File: src/line_ctrl_pkg.sv
// shared constants for the line-control serial port and driver block
package line_ctrl_pkg;
   localparam int CMD_BITS    = 8;
   localparam int FRAME_BITS  = 16;
   localparam int ADDR_W      = 7;
   localparam int DATA_W      = 8;
   localparam int CNT_W       = 5;

   // command byte: bit 7 is read (1) or write (0), bits 6..0 the address
   localparam int CMD_RD_POS  = 7;

   // internal register addresses on the serial port
   localparam logic [6:0] ADDR_DRIVE_A = 7'h00;
   localparam logic [6:0] ADDR_DRIVE_B = 7'h01;
   localparam logic [6:0] ADDR_PENDING = 7'h02;
   localparam logic [6:0] ADDR_MASK    = 7'h03;
   localparam logic [6:0] ADDR_EVENTS  = 7'h04;
   localparam logic [6:0] ADDR_ID      = 7'h05;

   // drive register field positions
   localparam int DRV_BATTERY = 0;
   localparam int DRV_AUX     = 1;
   localparam int DRV_RING    = 2;
   localparam int DRV_TEST1   = 3;
   localparam int DRV_TEST2   = 4;
   localparam int DRV_FIELDS  = 5;

   // values after reset, and the value read from an unmapped address
   localparam logic [7:0] DRIVE_RESET   = 8'h00;
   localparam logic [7:0] PENDING_RESET = 8'h00;
   localparam logic [7:0] MASK_RESET    = 8'h00;
   localparam logic [7:0] UNMAPPED_READ = 8'h00;

   typedef enum logic [1:0] {
      PH_IDLE = 2'b00,
      PH_CMD  = 2'b01,
      PH_DATA = 2'b10,
      PH_THRU = 2'b11
   } phase_t;
endpackage

File: src/serial_frame_if.sv
// carrier between the serial engine and the register side
`timescale 1ns/10ps
interface serial_frame_if;
   import line_ctrl_pkg::*;
   logic              active;
   logic              wrPulse;
   logic              rdFlag;
   logic [ADDR_W-1:0] addr;
   logic [DATA_W-1:0] wrData;
   logic [DATA_W-1:0] rdData;
   logic              dataOutBit;
   logic              chainBit;

   modport engine (output active, output wrPulse, output rdFlag, output addr,
                   output wrData, output dataOutBit, output chainBit, input rdData);
   modport regs   (input active, input wrPulse, input rdFlag, input addr,
                   input wrData, output rdData, input dataOutBit, input chainBit);
endinterface

File: src/serial_frame_engine.sv
// serial frame engine: edge finding on the sampled bit clock, shifting
`timescale 1ns/10ps
module serial_frame_engine
   import line_ctrl_pkg::*;
(
   input  logic               clk,
   input  logic               reset,
   input  logic               selectSync,
   input  logic               bitClkSync,
   input  logic               dataInSync,
   serial_frame_if.engine     frame
);
   phase_t            phase_r;
   logic              bitClkPrev_r;
   logic [CNT_W-1:0]  bitCnt_r;
   logic [DATA_W-1:0] inShift_r;
   logic [DATA_W-1:0] outShift_r;
   logic [ADDR_W-1:0] addr_r;
   logic              rdFlag_r;
   logic              wrPulse_r;
   logic              rise;
   logic              fall;
   logic [DATA_W-1:0] inNext;

   // while deselected the bit clock and data are ignored
   assign rise   = selectSync & bitClkSync & ~bitClkPrev_r;
   assign fall   = selectSync & ~bitClkSync & bitClkPrev_r;
   assign inNext = {inShift_r[DATA_W-2:0], dataInSync};

   always_ff @(posedge clk) begin
      if (reset) begin
         bitClkPrev_r <= 1'b0;
      end else begin
         bitClkPrev_r <= bitClkSync;
      end
   end

   // bits captured on rising bit-clock edges only
   always_ff @(posedge clk) begin
      if (reset || !selectSync) begin
         phase_r   <= PH_IDLE;
         bitCnt_r  <= '0;
         inShift_r <= '0;
      end else if (rise) begin
         inShift_r <= inNext;
         unique case (phase_r)
            PH_IDLE: begin
               phase_r  <= PH_CMD;
               bitCnt_r <= CNT_W'(1);
            end
            PH_CMD: begin
               bitCnt_r <= bitCnt_r + CNT_W'(1);
               if (bitCnt_r == CNT_W'(CMD_BITS - 1)) begin
                  phase_r <= PH_DATA;
               end
            end
            PH_DATA: begin
               bitCnt_r <= bitCnt_r + CNT_W'(1);
               if (bitCnt_r == CNT_W'(FRAME_BITS - 1)) begin
                  phase_r <= PH_THRU;
               end
            end
            PH_THRU: begin
               bitCnt_r <= bitCnt_r;
            end
         endcase
      end
   end

   always_ff @(posedge clk) begin
      if (reset) begin
         addr_r    <= '0;
         rdFlag_r  <= 1'b0;
         wrPulse_r <= 1'b0;
      end else begin
         wrPulse_r <= 1'b0;
         if (rise && phase_r == PH_CMD && bitCnt_r == CNT_W'(CMD_BITS - 1)) begin
            addr_r   <= inNext[ADDR_W-1:0];
            rdFlag_r <= inNext[CMD_RD_POS];
         end
         if (rise && phase_r == PH_DATA && bitCnt_r == CNT_W'(FRAME_BITS - 1)) begin
            wrPulse_r <= ~rdFlag_r;
         end
      end
   end

   // output data moves on falling bit-clock edges, msb first
   always_ff @(posedge clk) begin
      if (reset || !selectSync) begin
         outShift_r <= '0;
      end else if (fall) begin
         if (phase_r == PH_DATA && bitCnt_r == CNT_W'(CMD_BITS) && rdFlag_r) begin
            outShift_r <= frame.rdData;
         end else begin
            outShift_r <= {outShift_r[DATA_W-2:0], 1'b0};
         end
      end
   end

   assign frame.active   = selectSync;
   assign frame.wrPulse  = wrPulse_r;
   assign frame.rdFlag   = rdFlag_r;
   assign frame.addr     = addr_r;
   assign frame.wrData   = inShift_r;
   assign frame.dataOutBit = outShift_r[DATA_W-1];
   // after its own frame the device hands data on down the chain
   // chain idles high outside the pass-through phase
   assign frame.chainBit = (phase_r == PH_THRU) ? dataInSync : 1'b1;
endmodule

File: src/line_ctrl_top.sv
// serial control port, interrupt line and per-channel drivers
// Contract
// deselected port ignores clock and data; data output floats
// serial bit clock alone times capture and output shifting
// chain output passes serial input on to the next device
// chain output sits high whenever the port is idle
// active-low reset pin returns all control registers to defaults
// interrupt is open-drain, maskable, shareable as wired-OR
// each channel drives a battery-select output
// internal-ringing build offers a general-purpose output per channel
// external-ringer build drives a ring relay output per channel
// each channel drives two test relay outputs
// interrupt pulled low while any unmasked event is pending
// driver outputs follow control bits, inactive after reset
`timescale 1ns/10ps
module line_ctrl_top
   import line_ctrl_pkg::*;
#(
   parameter int         NUM_CH        = 2,
   parameter int         NUM_EVENTS    = 8,
   parameter bit         RING_INTERNAL = 1'b1,
   // arbitrary identification value
   parameter logic [7:0] DEVICE_TAG    = 8'h5A
)(
   input  logic                  clk,
   input  logic                  reset,
   input  logic                  resetPin_n,
   input  logic                  select_n,
   input  logic                  bitClk,
   input  logic                  serial_data_in,
   output logic                  serial_data_out,
   output logic                  serialDataOutOe,
   output logic                  serial_chain_out,
   output logic                  irqOut_n,
   output logic                  irqOe,
   input  logic [NUM_EVENTS-1:0] eventIn,
   output logic [NUM_CH-1:0]     battery_choice_out,
   output logic [NUM_CH-1:0]     aux_drive_out,
   output logic [NUM_CH-1:0]     ring_relay_drive,
   output logic [NUM_CH-1:0]     test_relay_drive_one,
   output logic [NUM_CH-1:0]     test_relay_drive_two
);
   serial_frame_if frame ();

   logic [1:0]            selMeta_r;
   logic [1:0]            clkMeta_r;
   logic [1:0]            dataMeta_r;
   logic [1:0]            rstMeta_r;
   logic                  ctrlClear;
   logic                  wrMask;
   logic                  wrPending;
   logic [7:0]            drive_r [NUM_CH];
   logic [NUM_EVENTS-1:0] pending_r;
   logic [NUM_EVENTS-1:0] mask_r;
   logic [NUM_EVENTS-1:0] pending_nxt;
   logic [NUM_EVENTS-1:0] clearBits;
   logic [DATA_W-1:0]     rdData;

   // pins cross into the clock domain through two flops each
   always_ff @(posedge clk) begin
      if (reset) begin
         selMeta_r  <= 2'h3;
         clkMeta_r  <= 2'h0;
         dataMeta_r <= 2'h3;
         // starts asserted so a core reset also clears engine and registers
         rstMeta_r  <= 2'h0;
      end else begin
         selMeta_r  <= {selMeta_r[0], select_n};
         clkMeta_r  <= {clkMeta_r[0], bitClk};
         dataMeta_r <= {dataMeta_r[0], serial_data_in};
         rstMeta_r  <= {rstMeta_r[0], resetPin_n};
      end
   end

   // pin reset clears control registers like the core reset
   assign ctrlClear = reset | ~rstMeta_r[1];

   serial_frame_engine u_engine (
      .clk        (clk),
      .reset      (ctrlClear),
      .selectSync (~selMeta_r[1]),
      .bitClkSync (clkMeta_r[1]),
      .dataInSync (dataMeta_r[1]),
      .frame      (frame)
   );

   function automatic logic hit(input logic [ADDR_W-1:0] a, input logic [ADDR_W-1:0] r);
      hit = (a == r);
   endfunction

   // a write only counts when a whole frame named this address
   function automatic logic wrHit(input logic              pulse,
                                  input logic [ADDR_W-1:0] a,
                                  input logic [ADDR_W-1:0] r);
      wrHit = pulse && hit(a, r);
   endfunction

   // channel registers sit at consecutive addresses from the first one
   function automatic logic [ADDR_W-1:0] driveAddr(input int c);
      driveAddr = ADDR_DRIVE_A + ADDR_W'(c);
   endfunction

   assign wrMask    = wrHit(frame.wrPulse, frame.addr, ADDR_MASK);
   assign wrPending = wrHit(frame.wrPulse, frame.addr, ADDR_PENDING);

   // per-channel drive registers written over the serial port
   genvar ch;
   generate
      for (ch = 0; ch < NUM_CH; ch++) begin : g_drive
         always_ff @(posedge clk) begin
            if (ctrlClear) begin
               drive_r[ch] <= DRIVE_RESET;
            end else if (wrHit(frame.wrPulse, frame.addr, driveAddr(ch))) begin
               drive_r[ch] <= frame.wrData;
            end
         end
      end
   endgenerate

   always_ff @(posedge clk) begin
      if (ctrlClear) begin
         mask_r <= MASK_RESET[NUM_EVENTS-1:0];
      end else if (wrMask) begin
         mask_r <= frame.wrData[NUM_EVENTS-1:0];
      end
   end

   // write one to clear; a new event in the same cycle wins
   always_comb begin
      clearBits = '0;
      if (wrPending) begin
         clearBits = frame.wrData[NUM_EVENTS-1:0];
      end
      pending_nxt = (pending_r & ~clearBits) | eventIn;
   end

   always_ff @(posedge clk) begin
      if (ctrlClear) begin
         pending_r <= PENDING_RESET[NUM_EVENTS-1:0];
      end else begin
         pending_r <= pending_nxt;
      end
   end

   // read data decodes the live address, loaded on the next fall
   // bits above the event count read back as zero
   always_comb begin
      rdData = UNMAPPED_READ;
      if (hit(frame.addr, ADDR_PENDING)) begin
         rdData[NUM_EVENTS-1:0] = pending_r;
      end else if (hit(frame.addr, ADDR_MASK)) begin
         rdData[NUM_EVENTS-1:0] = mask_r;
      end else if (hit(frame.addr, ADDR_EVENTS)) begin
         rdData[NUM_EVENTS-1:0] = pending_r & mask_r;
      end else if (hit(frame.addr, ADDR_ID)) begin
         rdData = DEVICE_TAG;
      end else begin
         for (int i = 0; i < NUM_CH; i++) begin
            if (hit(frame.addr, driveAddr(i))) begin
               rdData = drive_r[i];
            end
         end
      end
   end
   assign frame.rdData = rdData;

   // serial outputs registered so the pins come straight from flops
   always_ff @(posedge clk) begin
      if (ctrlClear) begin
         serial_data_out  <= 1'b0;
         serialDataOutOe  <= 1'b0;
         // chain idles high even while the registers are held clear
         serial_chain_out <= 1'b1;
      end else begin
         serial_data_out  <= frame.dataOutBit;
         // data output enabled only while selected
         serialDataOutOe  <= frame.active;
         // chain follows serial input once this frame is consumed
         // held high when idle
         serial_chain_out <= frame.chainBit;
      end
   end

   // open drain, the pin only ever pulls low
   // pulled while any unmasked event is pending
   always_ff @(posedge clk) begin
      if (ctrlClear) begin
         irqOut_n <= 1'b0;
         irqOe    <= 1'b0;
      end else begin
         // never driven high; the shared wire's pullup gives the high level
         irqOut_n <= 1'b0;
         irqOe    <= |(pending_nxt & mask_r);
      end
   end

   // unused variant outputs stay low so no relay coil is energised
   generate
      for (ch = 0; ch < NUM_CH; ch++) begin : g_out
         always_ff @(posedge clk) begin
            if (ctrlClear) begin
               battery_choice_out[ch]   <= 1'b0;
               aux_drive_out[ch]        <= 1'b0;
               ring_relay_drive[ch]     <= 1'b0;
               test_relay_drive_one[ch] <= 1'b0;
               test_relay_drive_two[ch] <= 1'b0;
            end else begin
               // battery choice per channel
               battery_choice_out[ch]   <= drive_r[ch][DRV_BATTERY];
               // general-purpose drive on the internal-ringing build
               aux_drive_out[ch]        <= RING_INTERNAL & drive_r[ch][DRV_AUX];
               // ring relay on the external-ringer build
               ring_relay_drive[ch]     <= ~RING_INTERNAL & drive_r[ch][DRV_RING];
               // two test relay drivers
               test_relay_drive_one[ch] <= drive_r[ch][DRV_TEST1];
               test_relay_drive_two[ch] <= drive_r[ch][DRV_TEST2];
            end
         end
      end
   endgenerate
endmodule

File: config.mk
export PLATFORM = sky130hd
export DESIGN_NAME = line_ctrl_top
export DESIGN_NICKNAME = d
export VERILOG_FILES = /design/src/line_ctrl_pkg.sv /design/src/serial_frame_if.sv /design/src/serial_frame_engine.sv /design/src/line_ctrl_top.sv
export SDC_FILE = /design/constraint.sdc
export NUM_CORES = 1
export LEC_CHECK = 0
export ABC_AREA = 1
export BUFFER_PORTS_ARGS = -buffer_cell sky130_fd_sc_hd__buf_4
export CAP_MARGIN = 20
export CORE_MARGIN = 2
export CORE_UTILIZATION = 55
export CTS_CLUSTER_SIZE = 24
export DETAILED_ROUTE_END_ITERATION = 8
export GPL_TIMING_DRIVEN = 0
export PLACE_DENSITY = 0.84
export SETUP_SLACK_MARGIN = 0.4
export SYNTH_ARGS = -nofsm -noshare
export SYNTH_HDL_FRONTEND = slang
export SYNTH_SLANG_ARGS = --single-unit
File: constraint.sdc
create_clock -name clk -period 2.58 [get_ports clk]
set_input_delay 0.258 -clock clk [delete_from_list [all_inputs] [get_ports clk]]
set_output_delay 0.258 -clock clk [all_outputs]
set_load 0.005 [all_outputs]
==> results.toml, run 1 <==
[final_layout]
utilization = 0.648
diodes = 0
seqCellArea_um2 = 1860
finalInstanceArea_um2 = 4160
areaGrowthSynthToFinish_pct = 12.7
multiInputGateArea_um2 = 1500
drive_above_1_share = 0.158
fill_cells = 527
fin_nets = 522

[clock_network]
clock_path_buffers = 2
cts_htree_levels = 3
ctsHoldBuffers = 0
worstSkewPairLatency_ns = 0.36
root_buffer = "clkbuf_8"
cts_tree = "built"
path_clk_slew_ns = 0.09
cts_setup_buffers = 0
cts.sinks = 85
numCtsBuffers = 9
postCtsResizedCells = 0

[detailed_routing]
drc = 0
viasPerCell = 5.44
drt_pass1_iterations = 5
num_vias = 3172
wl_per_cell_um = 14.1
met2RoutedLength_um = 3940
detail-route-antenna-nets = 0
drt-initial-drc-count = 281
routed_wl_um = 8230
routed.top_layer = "met4"
wl_met3_um = 569
m1WireLength_um = 3490

[synthesis]
synth_edf_count = 16
synth_common_cells = "82 x nand2_1, 69 x dfxtp_1, 63 x inv_1"
ys_dominant_reg_cell = "dfxtp_1"
ys_ff_latch = 85
seq_area_frac_synth = 0.504
synth_area_leaders = "dfxtp_1 37%, edfxtp_1 13%, nand2_1 8.3%"
postSynth.asyncResetShare = 0
avgSynthCellArea_um2 = 7.99
synth_cell_types = 34
yosysWarningCount = 0
synth_top_area_cell = "dfxtp_1"
synth_area_um2 = 3690
synthCells = 462
synth.most_common_cell = "nand2_1"
synth_top_area_share = 0.374

[pwr]
cell_internal_pwr_mw = 1.74
p_sw_mw = 0.524
p_sw_frac = 0.231
pwr-share-comb = 0.025
cellLeakagePower_nw = 1.78
ir_drop_mv = 0.553
p_clk_frac = 0.372
p_per_area_nw_per_um2 = 544
p_seq_frac = 0.603

[worst_setup_path]
critPathRequiredTime_ns = 2.64
arrival_ns = 1.95
crit_path_end_kind = "flop"
critPathKind = "reg -> reg"
worstRegToRegCells = 6
cp-start-kind = "flop"
critPathMaxFanout = 6

[timing]
fin_setup_tns_ns = 0
period_minus_slack_ns = 1.88
hold_viol = 0
rsz0062_at_grt = "no"
slew_headroom = 0.627
fmax_ghz = 0.531
drv_slew = 0
hold_slack_ns = 0.0767
tightestPinTransition_ns = 0.559
setup_viol = 0
period_share = 0.730
skew_ns = 0.0132

[run_status]
outcome = "finished, final reports clean"

[placement]
portBuffers = 24
placed_area_um2 = 3980
gp_congestion = 0.871
dpl.hpwl_um = 5920

[global_route]
grt_pass1_vias = 2758
antenna_found_initial = 0
grt_overflow_total = 0
grt_start_max_net_pins = 16
grt_pass1_wl_um = 13000
grtUsageTotal = 0.231

[die]
start_util = 0.575
io_pins = 29
die_w_um = 86.0
core_area_um2 = 6420
fp.dieH_um = 86.0
die_area_um2 = 7390
num_rows = 29

[hold_path]
hold_depth = 2
hp-class = "in -> reg"

[flow_run]
cap_violations = 0
[cell type report]
type / count / area share
multi-input cells: 298 / 0.360
repair buffers: 26 / 0.0457
flip-flops and latches: 85 / 0.447
clock inverters: 7 / 0.0120
plain buffers: 16 / 0.0232
well taps: 77 / 0.0232
inverters: 65 / 0.0586
clock buffers: 9 / 0.0298
[power by group through the flow]
stage | Clock, mW | Sequential [mW] | Combinational [mW]
floorplan | 0 | 1.39 | 0.0336
global placement | 0 | 1.40 | 0.0545
detailed placement | 0 | 1.40 | 0.0561
CTS | 0.852 | 1.37 | 0.0564
global route | 0.908 | 1.37 | 0.0642
finish | 0.841 | 1.36 | 0.0575
[layout by cell type (no fill, tap or decap), types with 2 or more instances in the layout]
master / synthesis / final
a211oi_1: 3 / 3
a21oi_1: 49 / 49
a21oi_2: 2 / 2
buf_2: 5 / 7
buf_4: 4 / 28
buf_6: 2 / 2
clkbuf_1: 4 / 4
clkbuf_8: 0 / 9
clkinv_4: 0 / 3
conb_1: 1 / 3
dfxtp_1: 69 / 69
edfxtp_1: 16 / 16
ha_1: 7 / 7
inv_1: 63 / 63
inv_2: 2 / 2
nand2_1: 82 / 82
nand3_1: 23 / 23
nand3_2: 4 / 4
nand4_1: 3 / 3
nor2_1: 50 / 50
nor2_2: 5 / 5
nor2_4: 3 / 3
nor3_1: 4 / 4
o21ai_0: 43 / 43
o21ai_2: 2 / 2
or2_2: 6 / 6
[sequential cells by signal, summed over array words and instances (netlist names), 2 cells and up]
signal                 flops
rstMeta_r                  2
u_engine.bitCnt_r          5
u_engine.outShift_r        8
dataMeta_r                 2
test_relay_drive_two       2
battery_choice_out         2
selMeta_r                  2
u_engine.phase_r           2
drive_r                   16
u_engine.frame.wrData      8
clkMeta_r                  2
pending_r                  8
aux_drive_out              2
test_relay_drive_one       2
mask_r                     8
u_engine.frame.addr        7
[per-stage QoR]
stage / std cells / power, mW / setup slack (ns)
3_3_place_gp: 565 / 1.45 / 0.496
4_1_cts: 581 / 2.27 / 0.435
5_1_grt: 583 / 2.34 / 0.570
6_report: 583 / 2.26 / 0.697
3_5_place_dp: 565 / 1.45 / 0.445
2_1_floorplan: 464 / 1.43 / 0.790
[cell families after synthesis]
| logic type | count (synthesis) | synth area share |
|---|---|---|
| buffers and inverters | 81 | 0.0921 |
| and+or+nand+nor | 185 | 0.231 |
| DFF | 85 | 0.504 |
| adders and majority gates | 7 | 0.0237 |
| AOI/OAI and AO/OA | 103 | 0.148 |
| other | 1 | 0.00102 |
[critical path, stage by stage, from the launching register on]
cell and delay, ns:
dfxtp_1 0.33, nor2_4 0.12, nand2_4 0.08, nor2_2 0.16, nand3_1 0.19, o21ai_0 0.42, buf_2 0.27
[final timing paths]
| kind | start | to | slack, ns |
|---|---|---|---|
| max reg2reg | u_engine.frame.addr[4] | drive_r[0][3] | 0.70 |
| min reg2reg | rstMeta_r[0] | rstMeta_r[1] | 0.41 |
| min | select_n | selMeta_r[0] | 0.08 |
| max | u_engine.frame.addr[4] | drive_r[0][3] | 0.70 |
[layer usage]
metal  up-vias  GRT usage
met2       134      0.363
met5         -          0
met1      1454      0.298
met3        19     0.0616
met4         0      0.107
li1       1565          -
No activity file was read; power rests on OpenSTA's default activity.
==> run 2: changes to the inputs <==
Settings changed: ABC_AREA 1 to 0, CORE_UTILIZATION 55 to 53, PLACE_DENSITY 0.84 to 0.85.
Clock period 2.58 ns to 1.7 ns, I/O delays scaled along.
==> run 2 against run 1 <==
  * The run now ends with negative setup slack left
  * Combinational power increased by 100%
  * Clock skew fell by 0.0029 ns
  * Clock power rose by 90%
  * Critical path depth is 1 lower
  * Clock-buffer cell count grew 3
  * Total power increased by 68%
  * Core utilization up 12 points
  * Via count rose by 8.1%
  * Synthesized cell count decreased by 15%
  * Die area rose by 5.3%
  * Area after synthesis rose by 1.8%
  * Routed wire length is 44% higher
  * Critical endpoint is now drive_r[0][5]
==> results.toml, run 2 <==
[global_route]
grt_pass1_vias = 3197
grt_pass1_wl_um = 16400
grtUsageTotal = 0.283
gr-usage-met1 = 0.343
grt_start_max_net_pins = 16
use_met2 = 0.485
antenna_found_initial = 0
grt_overflow_total = 0
met3_usage = 0.0448
gr-max-usage-layer = "met2"

[clock_network]
root_buffer = "clkbuf_8"
clock_path_buffers = 2
cts.sinks = 85
worstSkewPairLatency_ns = 0.37
numCtsBuffers = 9
cts_htree_levels = 3
cts_tree = "built"
path_clk_slew_ns = 0.09

[synthesis]
ys_dominant_reg_cell = "dfxtp_1"
synth_common_cells = "69 x dfxtp_1, 50 x nor2_1, 29 x and2_1"
synth_top_area_share = 0.368
synth_top_area_cell = "dfxtp_1"
yosysWarningCount = 0
postSynth.asyncResetShare = 0
synth_cell_types = 50
avgSynthCellArea_um2 = 9.56
synth.most_common_cell = "dfxtp_1"
synth_area_um2 = 3760
seq_area_frac_synth = 0.495
ys_ff_latch = 85
synth_edf_count = 16
synth_area_leaders = "dfxtp_1 37%, edfxtp_1 13%, mux2i_1 5.3%"
synthCells = 393

[worst_setup_path]
max_stage_delay_ns = 0.59
cp_cell_sequence = "or4_4 > nor3_4 > nand3b_1 > nor2_4 > and2_1"
cp_slowest_cell = "or4_4"
crit_path_end_kind = "flop"
worstRegToRegCells = 5
cpLargestDelayFamily = "simple AND/OR/NAND/NOR gates"
critPathMaxFanout = 8
critPathRequiredTime_ns = 1.93
critPathBufInv = 0
critPathKind = "reg -> reg"
arrival_ns = 2.16
r2r_setup_slack_ns = -0.23
r2r-end = "drive_r[0][5]"
cp-start-kind = "flop"
critPathLaunch = "u_engine.frame.addr[3]"
r2r-start = "u_engine.frame.addr[3]"

[hold_path]
hold_depth = 3
hp-class = "in -> reg"
holdCritStartpoint = "eventIn[6]"
min_to = "pending_r[6]"

[die]
fp.dieH_um = 88.2
io_pins = 29
core_area_um2 = 6830
die_area_um2 = 7780
num_rows = 30
start_util = 0.550
die_w_um = 88.2

[placement]
numPlacedInstances = 516
placed_area_um2 = 4250
gp_congestion = 0.898
portBuffers = 25
dpl.hpwl_um = 6690

[pwr]
p_seq_frac = 0.547
pwr-share-comb = 0.030
p_per_area_nw_per_um2 = 724
p_clk_frac = 0.423
p_total_mw = 3.79
p_sw_mw = 0.861
cellLeakagePower_nw = 1.96
cell_internal_pwr_mw = 2.93
ir_drop_mv = 0.631
p_sw_frac = 0.227

[detailed_routing]
num_vias = 3428
viasPerCell = 6.09
routed_wl_um = 11800
wl_per_cell_um = 21.0
drt_pass1_iterations = 5
drc = 0
detail-route-antenna-nets = 0
drt-initial-drc-count = 297

[final_layout]
finalInstanceArea_um2 = 5240
fin_nets = 483
largest_reg_flops = 16
diodes = 0
drive_above_1_share = 0.422
fill_cells = 402
final_cells = 563
final_common_cell = "dfxtp_1"
areaGrowthSynthToFinish_pct = 39.3
utilization = 0.767
largest-register = "drive_r"
mostFrequentLayoutCells = "53 x dfxtp_1, 48 x buf_4, 43 x nor2_1, 24 x and2_1"

[timing]
drv_slew = 0
fmax_ghz = 0.518
slew_headroom = 0.613
period_share = 1.14
rsz0062_at_grt = "yes"
hold_viol = 0
setup_viol = 57
skew_ns = 0.0103
tightestPinTransition_ns = 0.581
worst_slack_ns = -0.231
period_minus_slack_ns = 1.93

[run_status]
outcome = "finished with violations"
violations = "negative setup slack"

[flow_run]
cap_violations = 0
-- run 2: cell types whose count changed after synthesis, sizes merged, moves of 9 or more --
cell   previous run  this run
nand2            84        21
and2              0        30
o21ai            45        22
mux2i             0        20
a21oi            51        20
nor2b             0         9
nand3            27        16
inv              65         8
-- run 2: worst max-delay path by stage --
stage / cells past startpoint / to / slack [ns]
CTS: 5 / drive_r[0][7] / -0.14
finish: 5 / drive_r[0][5] / -0.23
global route: 5 / drive_r[0][5] / -0.28
floorplan: 6 / mask_r[7] / -0.11
global placement: 6 / mask_r[7] / -0.32
detailed placement: 6 / mask_r[4] / -0.35
-- run 2: worst min-delay path, stage by stage --
cell and delay (ns):
buf_4 0.09, a21oi_4 0.03, nor2_1 0.06
-- run 2: kinds of logic (layout without fill, tap and decap cells) --
logic type,count (synthesis),in the layout,synth area share
AND/OR/NAND/NOR,174,174,0.252
buffers and inverters,31,103,0.0446
other,1,3,0.000998
flip-flops,85,85,0.495
AO/OA/AOI/OAI,75,75,0.131
adder cells (fa/ha/maj),7,7,0.0233
multiplexers,20,20,0.0533
-- run 2: through the flow --
step	setup slack [ns]	hold slack [ns]	TNS, ns
global route	-0.278	0.0318	-7.70
CTS	-0.139	0.00777	-3.59
finish	-0.231	0.0172	-5.88
global placement	-0.317	0.354	-8.02
floorplan	-0.109	0.242	-0.847
detailed placement	-0.354	0.358	-10.85
-- run 2: timing repair --
| action | in CTS | in global routing |
|---|---|---|
| hold endpoints to repair | 2 | 0 |
| cloned | 0 | 1 |
| pin swaps | 18 | 27 |
| endpoints found under the setup margin | 87 | 81 |
| hold buffers | 2 | 0 |
| setup buffers | 18 | 10 |
| resized for setup | 59 | 69 |
-- run 2: metal layers --
metal	routed length, um	up-vias
met5	0	-
met4	739	0
met3	861	70
met2	5770	230
met1	4440	1614
li1	-	1514
-- run 2: final cells by class --
class                      count  area, um2  share of cell area
sequential                    85       1900               0.362
inverter                       9       33.8             0.00645
multi-input combinational    279       2260               0.431
clock buffer                  12        166              0.0318
timing repair buffer          56        498              0.0951
tap                           96        120              0.0229
buffer                        22        211              0.0404
clock inverter                 4       52.6              0.0100
-- run 2: power by group through the flow --
stage	clock (mW)	combinational (mW)	sequential [mW]
2_1_floorplan	0	0.0507	2.12
3_3_place_gp	0	0.0905	2.12
3_5_place_dp	0	0.0929	2.13
4_1_cts	1.58	0.104	2.08
5_1_grt	1.66	0.123	2.08
6_report	1.60	0.115	2.07
==> run 3: changes to the inputs <==
Settings changed: CTS_BUF_LIST set to sky130_fd_sc_hd__clkbuf_16.
==> run 3 against run 2 <==
  * The run still ends with negative setup slack left
  * Die area did not move
  * Register-to-register slack about the same
  * Sequential power about the same
  * Fmax hardly changed
  * Clock-buffer cell count decreased by 2
  * Clock skew fell by 0.0018 ns
  * Routed wire length down 1.9%
  * Largest cell class unchanged
  * Worst hold slack lost 0.0055 ns
  * Critical path depth is 1 higher
  * Sequential share of layout area rose by 0.21 points
  * Worst setup slack got worse by 0.0017 ns
==> results.toml, run 3 (synthesis gave the netlist of run 2 again) <==
[final_layout]
drive_above_1_share = 0.394
mostFrequentLayoutCells = "53 x dfxtp_1, 46 x buf_4, 45 x nor2_1, 26 x and2_1, 20 x o21ai_0"
utilization = 0.763
final_common_cell = "dfxtp_1"
areaGrowthSynthToFinish_pct = 38.7
diodes = 0
largest-register = "drive_r"
fin_nets = 478
largest_reg_flops = 16

[timing]
period_minus_slack_ns = 1.93
fin_setup_tns_ns = -8.07
worst_slack_ns = -0.233
hold_viol = 0
slew_headroom = 0.578
rsz0062_at_grt = "yes"
fmax_ghz = 0.517
period_share = 1.14
hold_slack_ns = 0.0117
setup_viol = 60
skew_ns = 0.00854
drv_slew = 0
tightestPinTransition_ns = 0.633

[worst_setup_path]
max_stage_delay_ns = 0.60
cp-start-kind = "flop"
cp_cell_sequence = "or4_4 > nor3_4 > buf_4 > nand3_4 > nor2_4 > and2_1"
critPathMaxFanout = 8
crit_path_end_kind = "flop"
critPathRequiredTime_ns = 1.90
critPathKind = "reg -> reg"
critPathBufInv = 1
arrival_ns = 2.14
cpLargestDelayFamily = "simple AND/OR/NAND/NOR gates"
cp_slowest_cell = "or4_4"

[detailed_routing]
num_vias = 3455
detail-route-antenna-nets = 0
routed_wl_um = 11600
drt-initial-drc-count = 328
drt_pass1_iterations = 5
drc = 0
viasPerCell = 6.19
wl_per_cell_um = 20.8

[die]
die_w_um = 88.2
io_pins = 29
num_rows = 30
start_util = 0.550
core_area_um2 = 6830
die_area_um2 = 7780
fp.dieH_um = 88.2

[clock_network]
numCtsBuffers = 9
worstSkewPairLatency_ns = 0.34
cts_tree = "built"
root_buffer = "clkbuf_16"
clock_path_buffers = 2
path_clk_slew_ns = 0.06
cts_htree_levels = 3
cts.sinks = 85

[global_route]
antenna_found_initial = 0
grt_overflow_total = 0
grt_pass1_wl_um = 16400
grtUsageTotal = 0.284
grt_start_max_net_pins = 16
grt_pass1_vias = 3227

[placement]
gp_congestion = 0.898
dpl.hpwl_um = 6690
portBuffers = 25

[pwr]
ir_drop_mv = 0.875
p_total_mw = 4.23
cellLeakagePower_nw = 1.94
p_per_area_nw_per_um2 = 811

[run_status]
outcome = "finished with violations"
violations = "negative setup slack"

[flow_run]
cap_violations = 0

[hold_path]
hp-class = "in -> reg"
run 3: worst reg2reg max path, delay by kind of cell, from the launching register on:
family	cells	cell delay, ns
buffers and inverters	1	0.16
DFF	1	0.34
and+or+nand+nor	5	1.30
run 3: cell type report:
cell class                      count  area (um2)
Clock inverter                      6        60.1
Inverter                            9        33.8
Fill cell                         417        1620
Multi-Input combinational cell    279        2230
Tap cell                           96         120
Timing Repair Buffer               51         425
Buffer                             22         199
Clock buffer                       10         250
Sequential cell                    85        1900
run 3: worst paths after layout:
| check | start | endpoint | slack (ns) | cells after the start |
|---|---|---|---|---|
| worst max-delay path | u_engine.frame.addr[3] | drive_r[1][6] | -0.23 | 6 |
| worst max register to register | u_engine.frame.addr[3] | drive_r[1][6] | -0.23 | 6 |
| worst min register to register | dataMeta_r[0] | dataMeta_r[1] | 0.41 | 1 |
| worst min-delay path | select_n | selMeta_r[0] | 0.01 | 2 |
run 3: routing by layer:
layer,vias up,share of wire,track usage
li1,1520,-,-
met1,1644,0.37,0.340
met2,227,0.49,0.476
met3,64,0.077,0.0569
met4,0,0.062,0.165
met5,-,0,0
run 3: per-stage QoR:
step	setup WS [ns]	instances	cell area (um2)
after floorplan	-0.109	395	3940
after CTS	-0.119	545	4880
after global routing	-0.261	558	5210
final	-0.233	558	5210
after global placement	-0.317	516	4250
after detailed placement	-0.354	516	4250
run 3: repair_timing:
item / in CTS / in global routing
setup endpoints to repair: 87 / 82
resized for setup: 61 / 51
endpoints found under the hold margin: 0 / 0
hold buffers: 0 / 0
cloned: 1 / 0
pin swaps: 18 / 27
setup buffers: 12 / 13
run 3: power by group:
group          total (mW)  switching (mW)  internal [mW]
clock                2.04           0.817           1.23
sequential           2.08          0.0169           2.06
combinational       0.112          0.0576         0.0547
